File: src/pkg/spk_dac_cfg.svh
// Offsets, field positions, reset values and timing counts of the speaker DAC control
`ifndef SPK_DAC_CFG_SVH
`define SPK_DAC_CFG_SVH

// Printed offsets are not all multiples of four, so each is kept as an index
// and the byte address is four times the index
`define IDX_SETTLE         32'h0b000164
`define IDX_SAMPLE         32'h0b000166
`define IDX_CONTROL        32'h0b000168
`define IDX_SEQ            32'h0b00016a
`define IDX_IRQ_STAT       32'h0b00016c
`define IDX_IRQ_MASK       32'h0b00016d
`define IDX_DMA_SAMPLE     32'h0b000160

`define ADDR_W             32
`define BYTE_ADDR(idx)     (((idx) << 2) & 32'hffffffff)

`define SETTLE_RESET       16'h007d
`define SAMPLE_MIDSCALE    10'h200
`define SAMPLE_W           10

`define CTL_REF_EN_BIT     15
`define CTL_RUNNING_BIT    3
`define CTL_PAGE_STOP_BIT  1
`define SEQ_SPK_EN_BIT     0

`define IRQ_W              2
`define IRQ_SETTLED_BIT    0
`define IRQ_UNDERRUN_BIT   1

`define SETTLE_US          5
`define CLK_MHZ            200
`define SETTLE_CYCLES      (`SETTLE_US * `CLK_MHZ)

`define RESP_OKAY          2'b00
`define RESP_SLVERR        2'b10

`endif

File: src/pkg/spk_dac_pkg.sv
// Types shared by the speaker DAC control block
`default_nettype none
package spk_dac_pkg;

   typedef enum logic [1:0] {
      ST_OFF    = 2'b00,
      ST_SETTLE = 2'b01,
      ST_RUN    = 2'b11
   } spk_state_t;

endpackage

`default_nettype wire

File: src/rtl/settle_timer.sv
// Reference settling counter for the speaker converter
`timescale 1ns/1ps
`default_nettype none

module settle_timer (
   input  wire logic        sys_clk,
   input  wire logic        srst,
   input  wire logic        start,
   input  wire logic        clear,
   input  wire logic [15:0] limit,
   output logic             done
);

   logic [15:0] cnt_ff;
   logic        busy_ff;
   logic        done_ff;
   logic [15:0] nxt_cnt;
   logic        hit;

   assign hit     = busy_ff && (cnt_ff >= limit);
   assign nxt_cnt = 16'(cnt_ff + 16'h0001);
   assign done    = done_ff;

   // One cycle per count, so done rises the count plus one clock cycles after start
   always_ff @(posedge sys_clk) begin
      if (srst || clear) begin
         cnt_ff  <= 16'h0000;
         busy_ff <= 1'b0;
         done_ff <= 1'b0;
      end else if (start) begin
         cnt_ff  <= 16'h0000;
         busy_ff <= 1'b1;
         done_ff <= 1'b0;
      end else if (hit) begin
         busy_ff <= 1'b0;
         done_ff <= 1'b1;
      end else if (busy_ff) begin
         cnt_ff  <= nxt_cnt;
      end
   end

endmodule

`default_nettype wire

File: src/rtl/speaker_dac_output_control.sv
// Speaker DAC output control with AXI4-Lite register access
//
// Notes on behaviour
// Sixteen-bit settle count sets reference settling time in clock cycles.
// Software loads settle count with five microseconds times clock rate.
// Sample register holds ten bits from DMA sample, drives the converter.
// Reserved bits of sample and control registers read zero, ignore writes.
// Software sample writes take effect only while block enable is one.
// Clearing block enable forces the sample register to midscale 0x200.
// Control bit 15 connects converter supply and reference to the ladder.
// Software keeps reference enable off when the converter is unused.
// Read-only control bit 3 shows one while speaker output runs.
// Software trusts running flag only while block enable is one.
// Control bit 1 picks DMA stop at one-page or two-page boundary.
// When the sample register is empty, take the next DMA sample.
// After reference enable, wait the settle count before presenting samples.
`timescale 1ns/1ps
`default_nettype none
`include "spk_dac_cfg.svh"

module speaker_dac_output_control
   import spk_dac_pkg::*;
#(
   parameter int SAMPLE_W = `SAMPLE_W
) (
   input  wire logic                sys_clk,
   input  wire logic                srst,
   input  wire logic [31:0]         s_axi_awaddr,
   input  wire logic                s_axi_awvalid,
   output logic                     s_axi_awready,
   input  wire logic [31:0]         s_axi_wdata,
   input  wire logic [3:0]          s_axi_wstrb,
   input  wire logic                s_axi_wvalid,
   output logic                     s_axi_wready,
   output logic [1:0]               s_axi_bresp,
   output logic                     s_axi_bvalid,
   input  wire logic                s_axi_bready,
   input  wire logic [31:0]         s_axi_araddr,
   input  wire logic                s_axi_arvalid,
   output logic                     s_axi_arready,
   output logic [31:0]              s_axi_rdata,
   output logic [1:0]               s_axi_rresp,
   output logic                     s_axi_rvalid,
   input  wire logic                s_axi_rready,
   input  wire logic [SAMPLE_W-1:0] spk_dma_sample,
   input  wire logic                spk_dma_valid,
   output logic                     spk_dma_take,
   input  wire logic                dac_sample_tick,
   output logic [SAMPLE_W-1:0]      dac_sample,
   output logic                     dac_reference_enable,
   output logic                     spk_page_stop_select,
   output logic                     irq
);

   // ************************************************
   // Register state
   // ************************************************
   logic [15:0]         settle_ff;
   logic [SAMPLE_W-1:0] sample_ff;
   logic                full_ff;
   logic                ref_en_ff;
   logic                page_stop_ff;
   logic                spk_en_ff;
   logic [`IRQ_W-1:0]   stat_ff;
   logic [`IRQ_W-1:0]   mask_ff;
   logic [SAMPLE_W-1:0] dac_ff;
   logic                take_ff;
   logic                irq_ff;
   spk_state_t          state_ff;
   spk_state_t          nxt_state;

   // ************************************************
   // AXI4-Lite write side
   // ************************************************
   logic        aw_held_ff;
   logic        w_held_ff;
   logic [31:0] awaddr_ff;
   logic [31:0] wdata_ff;
   logic [3:0]  wstrb_ff;
   logic        bvalid_ff;
   logic [1:0]  bresp_ff;

   function automatic logic hit_reg(input logic [31:0] a,
                                    input logic [31:0] idx);
      hit_reg = (a == `BYTE_ADDR(idx));
   endfunction

   wire aw_take  = s_axi_awvalid && !aw_held_ff && !bvalid_ff;
   wire w_take   = s_axi_wvalid && !w_held_ff && !bvalid_ff;
   wire aw_have  = aw_held_ff || aw_take;
   wire w_have   = w_held_ff || w_take;
   wire wr_fire  = aw_have && w_have && !bvalid_ff;
   wire [31:0] wa = aw_held_ff ? awaddr_ff : s_axi_awaddr;
   wire [31:0] wd = w_held_ff ? wdata_ff : s_axi_wdata;
   wire [3:0]  ws = w_held_ff ? wstrb_ff : s_axi_wstrb;
   wire lo_en    = ws[0];
   wire hi_en    = ws[1];

   wire wr_settle = wr_fire && hit_reg(wa, `IDX_SETTLE);
   wire wr_sample = wr_fire && hit_reg(wa, `IDX_SAMPLE);
   wire wr_ctl    = wr_fire && hit_reg(wa, `IDX_CONTROL);
   wire wr_seq    = wr_fire && hit_reg(wa, `IDX_SEQ);
   wire wr_stat   = wr_fire && hit_reg(wa, `IDX_IRQ_STAT);
   wire wr_mask   = wr_fire && hit_reg(wa, `IDX_IRQ_MASK);
   wire wr_known  = wr_settle || wr_sample || wr_ctl || wr_seq
                    || wr_stat || wr_mask;

   assign s_axi_awready = !aw_held_ff && !bvalid_ff;
   assign s_axi_wready  = !w_held_ff && !bvalid_ff;
   assign s_axi_bvalid  = bvalid_ff;
   assign s_axi_bresp   = bresp_ff;

   always_ff @(posedge sys_clk) begin
      if (srst) begin
         aw_held_ff <= 1'b0;
         w_held_ff  <= 1'b0;
         awaddr_ff  <= 32'h00000000;
         wdata_ff   <= 32'h00000000;
         wstrb_ff   <= 4'h0;
         bvalid_ff  <= 1'b0;
         bresp_ff   <= `RESP_OKAY;
      end else begin
         if (aw_take) awaddr_ff <= s_axi_awaddr;
         if (w_take) begin
            wdata_ff <= s_axi_wdata;
            wstrb_ff <= s_axi_wstrb;
         end
         aw_held_ff <= aw_have && !wr_fire;
         w_held_ff  <= w_have && !wr_fire;
         if (wr_fire) begin
            bvalid_ff <= 1'b1;
            bresp_ff  <= wr_known ? `RESP_OKAY : `RESP_SLVERR;
         end else if (s_axi_bready) begin
            bvalid_ff <= 1'b0;
         end
      end
   end

   // ************************************************
   // Speaker state machine
   // ************************************************
   logic settle_done;
   wire  ref_rise  = wr_ctl && hi_en && wd[`CTL_REF_EN_BIT] && !ref_en_ff;
   wire  running   = (state_ff == ST_RUN);
   wire  present   = running && dac_sample_tick && full_ff;
   wire  underrun  = running && dac_sample_tick && !full_ff;
   wire  refill    = spk_en_ff && !full_ff && spk_dma_valid && !take_ff;

   settle_timer u_settle (
      .sys_clk (sys_clk),
      .srst    (srst),
      .start   (ref_rise),
      .clear   (!ref_en_ff && !ref_rise),
      .limit   (settle_ff),
      .done    (settle_done)
   );

   always_comb begin
      nxt_state = state_ff;
      case (state_ff)
         ST_OFF:    if (spk_en_ff && ref_en_ff) nxt_state = ST_SETTLE;
         ST_SETTLE: if (settle_done) nxt_state = ST_RUN;
         ST_RUN:    nxt_state = ST_RUN;
         default:   nxt_state = ST_OFF;
      endcase
      if (!spk_en_ff || !ref_en_ff) nxt_state = ST_OFF;
   end

   // ************************************************
   // Registers and datapath
   // ************************************************
   always_ff @(posedge sys_clk) begin
      if (srst) begin
         settle_ff    <= `SETTLE_RESET;
         ref_en_ff    <= 1'b0;
         page_stop_ff <= 1'b0;
         spk_en_ff    <= 1'b0;
         mask_ff      <= '0;
         state_ff     <= ST_OFF;
      end else begin
         if (wr_settle && lo_en) settle_ff[7:0] <= wd[7:0];
         if (wr_settle && hi_en) settle_ff[15:8] <= wd[15:8];
         if (wr_ctl && hi_en) ref_en_ff <= wd[`CTL_REF_EN_BIT];
         if (wr_ctl && lo_en) page_stop_ff <= wd[`CTL_PAGE_STOP_BIT];
         if (wr_seq && lo_en) spk_en_ff <= wd[`SEQ_SPK_EN_BIT];
         if (wr_mask && lo_en) mask_ff <= wd[`IRQ_W-1:0];
         state_ff <= nxt_state;
      end
   end

   // Sample register; disabling the block wins over every other source
   always_ff @(posedge sys_clk) begin
      if (srst || !spk_en_ff) begin
         sample_ff <= `SAMPLE_MIDSCALE;
         full_ff   <= 1'b0;
      end else if (wr_sample && (lo_en || hi_en)) begin
         sample_ff <= wd[SAMPLE_W-1:0];
         full_ff   <= 1'b1;
      end else if (refill) begin
         sample_ff <= spk_dma_sample;
         full_ff   <= 1'b1;
      end else if (present) begin
         full_ff   <= 1'b0;
      end
   end

   always_ff @(posedge sys_clk) begin
      if (srst) begin
         dac_ff  <= `SAMPLE_MIDSCALE;
         take_ff <= 1'b0;
      end else begin
         if (!spk_en_ff) dac_ff <= `SAMPLE_MIDSCALE;
         else if (present) dac_ff <= sample_ff;
         take_ff <= refill && !wr_sample;
      end
   end

   // Set wins over a write-one clear landing in the same cycle
   wire [`IRQ_W-1:0] irq_set = {underrun, settle_done && state_ff == ST_SETTLE};
   wire [`IRQ_W-1:0] irq_clr = (wr_stat && lo_en) ? wd[`IRQ_W-1:0] : '0;
   wire [`IRQ_W-1:0] nxt_stat = (stat_ff & ~irq_clr) | irq_set;

   always_ff @(posedge sys_clk) begin
      if (srst) begin
         stat_ff <= '0;
         irq_ff  <= 1'b0;
      end else begin
         stat_ff <= nxt_stat;
         irq_ff  <= |(nxt_stat & mask_ff);
      end
   end

   assign dac_sample           = dac_ff;
   assign dac_reference_enable = ref_en_ff;
   assign spk_page_stop_select = page_stop_ff;
   assign spk_dma_take         = take_ff;
   assign irq                  = irq_ff;

   // ************************************************
   // AXI4-Lite read side
   // ************************************************
   logic        rvalid_ff;
   logic [31:0] rdata_ff;
   logic [1:0]  rresp_ff;

   wire rd_fire = s_axi_arvalid && !rvalid_ff;
   wire [31:0] ra = s_axi_araddr;
   wire [31:0] ctl_word = {16'h0000, ref_en_ff, 11'h000,
                           running, 1'b0, page_stop_ff, 1'b0};
   wire [31:0] sample_word = {{(32-SAMPLE_W){1'b0}}, sample_ff};
   wire ra_known = hit_reg(ra, `IDX_SETTLE) || hit_reg(ra, `IDX_SAMPLE)
                   || hit_reg(ra, `IDX_CONTROL) || hit_reg(ra, `IDX_SEQ)
                   || hit_reg(ra, `IDX_IRQ_STAT) || hit_reg(ra, `IDX_IRQ_MASK);
   wire [31:0] rd_mux =
      hit_reg(ra, `IDX_SETTLE)   ? {16'h0000, settle_ff} :
      hit_reg(ra, `IDX_SAMPLE)   ? sample_word :
      hit_reg(ra, `IDX_CONTROL)  ? ctl_word :
      hit_reg(ra, `IDX_SEQ)      ? {31'h00000000, spk_en_ff} :
      hit_reg(ra, `IDX_IRQ_STAT) ? {30'h00000000, stat_ff} :
      hit_reg(ra, `IDX_IRQ_MASK) ? {30'h00000000, mask_ff} :
                                   32'h00000000;

   assign s_axi_arready = !rvalid_ff;
   assign s_axi_rvalid  = rvalid_ff;
   assign s_axi_rdata   = rdata_ff;
   assign s_axi_rresp   = rresp_ff;

   always_ff @(posedge sys_clk) begin
      if (srst) begin
         rvalid_ff <= 1'b0;
         rdata_ff  <= 32'h00000000;
         rresp_ff  <= `RESP_OKAY;
      end else if (rd_fire) begin
         rvalid_ff <= 1'b1;
         rdata_ff  <= rd_mux;
         rresp_ff  <= ra_known ? `RESP_OKAY : `RESP_SLVERR;
      end else if (s_axi_rready) begin
         rvalid_ff <= 1'b0;
      end
   end

endmodule

`default_nettype wire

File: config.mk
export PLATFORM = sky130hd
export DESIGN_NAME = speaker_dac_output_control
export DESIGN_NICKNAME = d
export VERILOG_FILES = /design/src/pkg/spk_dac_pkg.sv /design/src/rtl/settle_timer.sv /design/src/rtl/speaker_dac_output_control.sv
export VERILOG_INCLUDE_DIRS = /design/src /design/src/pkg
export SDC_FILE = /design/constraint.sdc
export NUM_CORES = 1
export LEC_CHECK = 0
export BUFFER_PORTS_ARGS = -buffer_cell sky130_fd_sc_hd__buf_4
export CORE_MARGIN = 1
export CORE_UTILIZATION = 46
export CTS_CLUSTER_SIZE = 40
export DETAILED_ROUTE_END_ITERATION = 8
export HOLD_SLACK_MARGIN = 0.06
export PLACE_DENSITY = 0.78
export SYNTH_ARGS = -nofsm -noshare
export SYNTH_HDL_FRONTEND = slang
export SYNTH_SLANG_ARGS = --single-unit
export TNS_END_PERCENT = 50
File: constraint.sdc
create_clock -name sys_clk -period 3.2 [get_ports sys_clk]
set_input_delay 0.16 -clock sys_clk [delete_from_list [all_inputs] [get_ports sys_clk]]
set_output_delay 0.16 -clock sys_clk [all_outputs]
set_load 0.01 [all_outputs]
# Word-level counts from Yosys, hierarchy flattened
# Cells that the tools add are included.
[totals]
wordCells = 153
out_inout_bits = 55
regBits = 156
[classes]
eq_ne = 16
magnitude_cmp = 1
add_sub_neg = 1
bitwise_logic = 6
n_reduce_logical = 77
n_mux = 26
[op_table]
columns = ["op", "n"]
rows = [
  ["32-bit by 30-bit equality test with 1-bit output, second input constant", 12],
  ["16-bit two-way mux", 4],
  ["1-bit logical AND", 38],
  ["32-bit two-way mux", 1],
  ["10-bit two-way mux", 2],
  ["2-bit two-way mux", 9],
  ["16-bit by 1-bit adder with 16-bit output, second input constant", 1],
  ["16-bit >= comparator", 1],
  ["1-bit logical OR", 16],
  ["1-bit logical NOT", 11],
  ["1-bit two-way mux", 9],
  ["2-bit nonzero test", 4],
  ["2-bit OR reduction", 4],
  ["2-bit case mux with 3 select lines", 1],
  ["2-bit bitwise AND", 2],
  ["2-bit AND reduction", 2],
  ["3-bit nonzero test", 1],
  ["2-bit by 1-bit equality test with 1-bit output, second input constant", 1],
  ["2-bit equality test, second input constant", 1],
  ["2-bit logical NOT", 1],
  ["2-bit by 1-bit != test with 1-bit output, second input constant", 1],
  ["2-bit != test, second input constant", 1],
  ["1-bit NOT", 2],
  ["2-bit NOT", 1],
  ["2-bit bitwise OR", 1],
]

# Logic depth before layout (Yosys ltp)
[logic_depth]
depth_word = 14
depth_mapped = 10

# Cells and area by module
# A second synthesis with hierarchy kept.
[unflattened]
hier_cells = 815
hier_area_um2 = 6824.0
[modules_own_cells]
columns = ["mod", "cells_each", "seq_area_each_um2", "instances", "area_per_inst_um2"]
rows = [
  ["speaker_dac_output_control", 661, 2402.3, 1, 5554.1],
  ["settle_timer", 154, 360.3, 1, 1270.0],
]

# Worst setup path before layout
# OpenSTA, ideal clock, no wires.
[synth_path]
path_type = "input port to flip-flop"
startpoint = "input s_axi_awaddr[11]"
endpoint = "register sample_ff[9]"
arrival_time_ps = 2526
t_required_ps = 3080
n_path_buf = 1
path_slack_ps = 554
path_stages = 8
path_cell_list = "or4_1 or4_1 a21oi_2 o21ai_2 or4_4 buf_6 mux2_1 or2_1"
[synth_via]
elab_chain_cells = 5
elab_cells_between_ends = 6
[synth_lines]
columns = ["item", "line", "rtl"]
rows = [
  ["from (decl)", "speaker_dac_output_control.sv:28", "input wire logic [31:0] s_axi_awaddr,"],
  ["32-bit two-way mux (*)", "speaker_dac_output_control.sv:93", "wire [31:0] wa = aw_held_ff ? awaddr_ff : s_axi_awaddr;"],
  ["32-bit by 30-bit equality test with 1-bit output (no line) (*)", "-", ""],
  ["1-bit logical AND (*)", "speaker_dac_output_control.sv:100", "wire wr_sample = wr_fire && hit_reg(wa, `IDX_SAMPLE);"],
  ["1-bit logical AND (*)", "speaker_dac_output_control.sv:196", "end else if (wr_sample && (lo_en || hi_en)) begin"],
  ["10-bit two-way mux / 2-bit nonzero test (equally long branches)", "-", ""],
  ["to (signal assigned)", "speaker_dac_output_control.sv:194", "sample_ff <= `SAMPLE_MIDSCALE;"],
  ["to (signal assigned)", "speaker_dac_output_control.sv:197", "sample_ff <= wd[SAMPLE_W-1:0];"],
  ["to (signal assigned)", "speaker_dac_output_control.sv:200", "sample_ff <= spk_dma_sample;"],
  ["to (decl)", "speaker_dac_output_control.sv:59", "logic [SAMPLE_W-1:0] sample_ff;"],
]
# Every way passes the cells marked *; elsewhere a longest branch is shown, timed or not.
# A chain may end at the register's enable or synchronous reset.

# Worst setup path after layout
# Same ends and word-level chain as after synthesis.

==> impl_metrics.tcl <==
set metrics [dict create \
    grt_pass1_vias 6191 \
    cpMaxStageDelayCell "or4_4" \
    ys_ff_latch 138 \
    min_period_over_period 0.949 \
    synth_flop_cell "dfxtp_1" \
    status "completed" \
    path_buf_inv 2 \
    viasPerCell 5.50 \
    postLayoutCellArea_sq_um 8790 \
    diodes 0 \
    maxSlewHeadroom 0.281 \
    synth_area_per_cell_sq_um 8.13 \
    cts_resized 0 \
    fin_tns_setup_ns 0 \
    finalSetupViolations 0 \
    period_minus_slack_ns 3.04 \
    critPathRequiredTime_ns 3.51 \
    cts_buffer_depth 2 \
    cellLeakagePower_uw 0.00346 \
    floorplan.initialDensity 0.473 \
    drive_above_1_share 0.209 \
    final_cells 1182 \
    hold_path_class "in2reg" \
    synth-edff-count 0 \
    ant_nets 0 \
    area_delta_synth_final_pct 34.0 \
    cts.clk_slew.worst_paths_ns 0.06 \
    gp_congestion 0.856 \
    yosys.area.top_type "dfxtp_1" \
    drc 0 \
    gr-total-overflow 0 \
    dr_total_vias 6506 \
    grt_usage 0.260 \
    synthCells 807 \
    antenna_found_initial 0 \
    fp.dieArea_sq_um 14700 \
    crit_path_start_kind "input port" \
    ys_warn_count 0 \
    die_h_microns 121 \
    cts_buffers 17 \
    max_freq_mhz 329 \
    portBuffers 137 \
    synthDistinctLibCells 59 \
    critPathArrivalTime_ns 3.34 \
    place_area_sq_um 7700 \
    cp_top_family "simple AND/OR/NAND/NOR gates" \
    hold_viol_final 0 \
    grt_start_max_net_pins 91 \
    dr.first_iter.drc_count 478 \
    final_net_count 1125 \
    clock-sinks 138 \
    ioPinCount 174 \
    syn-cell-area_sq_um 6560 \
    clkLatencyLatePin_ns 0.42 \
    p_per_area_nw_per_um2 476 \
    htreeDepth 4 \
    dpl.cell_count 1097 \
    whs_ns 0.0929 \
    wirelength_mm 18.6 \
    row_count 43 \
    dp_hpwl_mm 12.5 \
    path_max_fanout 5 \
    cp_common_cell "or4_1" \
    ff2ff_setup_slack_ns 0.42 \
    path_class "in2reg" \
    clock_skew_ns 0.00631 \
    yosysSeqAreaShare 0.421 \
    cts_tree "done" \
    root_buffer "clkbuf_16" \
    path_cells "dlygate4sd3_1, buf_4, or4_1, or4_1, a21oi_2, o21ai_2, or4_4, mux2_1, or2_1" \
    wl_per_cell_microns 15.7 \
    coreArea_sq_um 13900 \
    async_reset_ff_frac 0 \
    finalMaxSlewViolations 0 \
    grt_pass1_wl_mm 29.7 \
    maxCapViolCount 0 \
    yosys.area.top_type_share 0.421 \
    slowest_delay_ns 0.57 \
    synthTopCellsByArea "dfxtp_1 (42%), nand2_1 (9.2%), a21oi_1 (6.5%), mux2i_1 (4.9%), nor2_1 (4.2%)" \
    tightest_slew_ns 1.08 \
    fp.dieW_microns 121 \
    total_power_uw 4180 \
    dr.pass1.iters 5 \
    rsz0062_at_grt "no" \
    peakVddDrop_v 0.000287 \
    end_kind "flip-flop" \
]
[path summary, 6_finish.rpt]
path                              start                          endpoint  cells after the start
min reg2reg   wdata_ff[15]$_SDFFE_PP0P_         wdata_ff[15]$_SDFFE_PP0P_                      2
max                    s_axi_awaddr[11]         sample_ff[9]$_SDFFE_PP1P_                      9
min                   spk_dma_sample[6]         sample_ff[6]$_SDFFE_PP0P_                      3
max reg2reg  settle_ff[10]$_SDFFE_PP0P_  u_settle.cnt_ff[15]$_SDFFE_PP0P_                      9
[what timing repair did]
item | CTS | global route
endpoints found under the hold margin | 52 | 0
buffers inserted | 0 | 0
hold buffers | 53 | 0
[state kept, by name (all words and copies together), names as in the netlist, 2 cells and up]
| register | cells |
|---|---|
| dac_sample | 10 |
| s_axi_rdata | 16 |
| u_settle.cnt_ff | 16 |
| mask_ff | 2 |
| settle_ff | 16 |
| state_ff | 2 |
| wdata_ff | 16 |
| awaddr_ff | 32 |
| wstrb_ff | 2 |
| sample_ff | 10 |
| stat_ff | 2 |
[metal layers]
layer	share of wire	vias to the layer above	track usage	routed length (microns)
met2	0.48	258	0.426	8860
met5	0	-	0	0
met1	0.42	3040	0.321	7760
li1	-	3144	-	-
met4	0.038	0	0.140	709
met3	0.069	64	0.0493	1290
[cells by family (layout without fill, tap and decap cells)]
kind of cell             Yosys count  count (layout)  share of synthesized area
AND/OR/NAND/NOR                  322             322                      0.220
AO/OA/AOI/OAI                    171             171                      0.156
flip-flops                       138             138                      0.421
buffers and inverters             91             269                     0.0639
multiplexers                      57              57                     0.0918
adder cells (fa/ha/maj)           17              17                     0.0324
XOR/XNOR                          10              10                     0.0134
other                              1              18                   0.000572
[cell usage in the layout (no fill, tap or decap), types with 2 or more instances in the layout]
cell	synthesis	layout
a22oi_1	14	14
and3_1	3	3
o22ai_1	3	3
nand3_1	19	19
nand4_1	11	11
clkinv_2	0	6
or3b_2	3	3
or4_1	3	3
bufinv_16	0	2
a31oi_1	2	2
dfxtp_1	138	138
a22o_1	2	2
nor2_1	74	74
mux2_2	24	24
nand2_1	160	160
nor4_1	8	8
nor2b_1	3	3
conb_1	1	18
mux2i_1	32	32
o21ai_0	26	26
inv_1	35	35
a211oi_1	20	20
a21oi_1	85	85
clkbuf_16	0	17
and2_1	4	4
dlygate4sd3_1	0	53
nor3_1	10	10
nor4b_1	6	5
o41ai_1	2	2
buf_4	18	149
xnor2_1	10	10
ha_1	17	17
nand4b_1	2	2
clkbuf_1	29	5
or3_1	5	5
nand3b_1	4	4
[cell usage after synthesis, types with 4 or more instances]
master    number
buf_1          6
inv_1         35
buf_4         18
a22oi_1       14
nand3b_1       4
nor4_1         8
or3_1          5
nor4b_1        6
a21oi_1       85
xnor2_1       10
nand4_1       11
mux2_2        24
nor2_1        74
clkbuf_1      29
nor3_1        10
mux2i_1       32
and2_1         4
ha_1          17
dfxtp_1      138
nand3_1       19
nand2_1      160
o21ai_0       26
a211oi_1      20
[worst min-delay path, delay by kind of cell]
kind / cells / cell delay (ns)
AO/OA/AOI/OAI: 1 / 0.08
buffers and inverters: 1 / 0.11
multiplexers: 1 / 0.12
[cell type report]
cell class,count,area [sq um]
sequential,138,2760
clock buffer,23,458
fill,1148,5090
multi-input combinational,595,3460
timing repair buffer,202,1650
clock inverter,9,97.6
tap,180,225
inverter,35,131
[per-stage QoR]
stage          utilization  worst slack, ns
2_1_floorplan            -            0.554
3_3_place_gp         0.555            0.388
3_5_place_dp         0.555            0.332
4_1_cts              0.633            0.196
5_1_grt              0.633           0.0925
6_report             0.633            0.163
[where the power goes]
group          total (uW)  leakage [uW]  switching [uW]  internal (uW)
logic                 502       0.00207             262            240
registers            1810       0.00112            35.7           1780
clock network        1870      0.000274             710           1160
No activity file was read; power rests on OpenSTA's default activity.
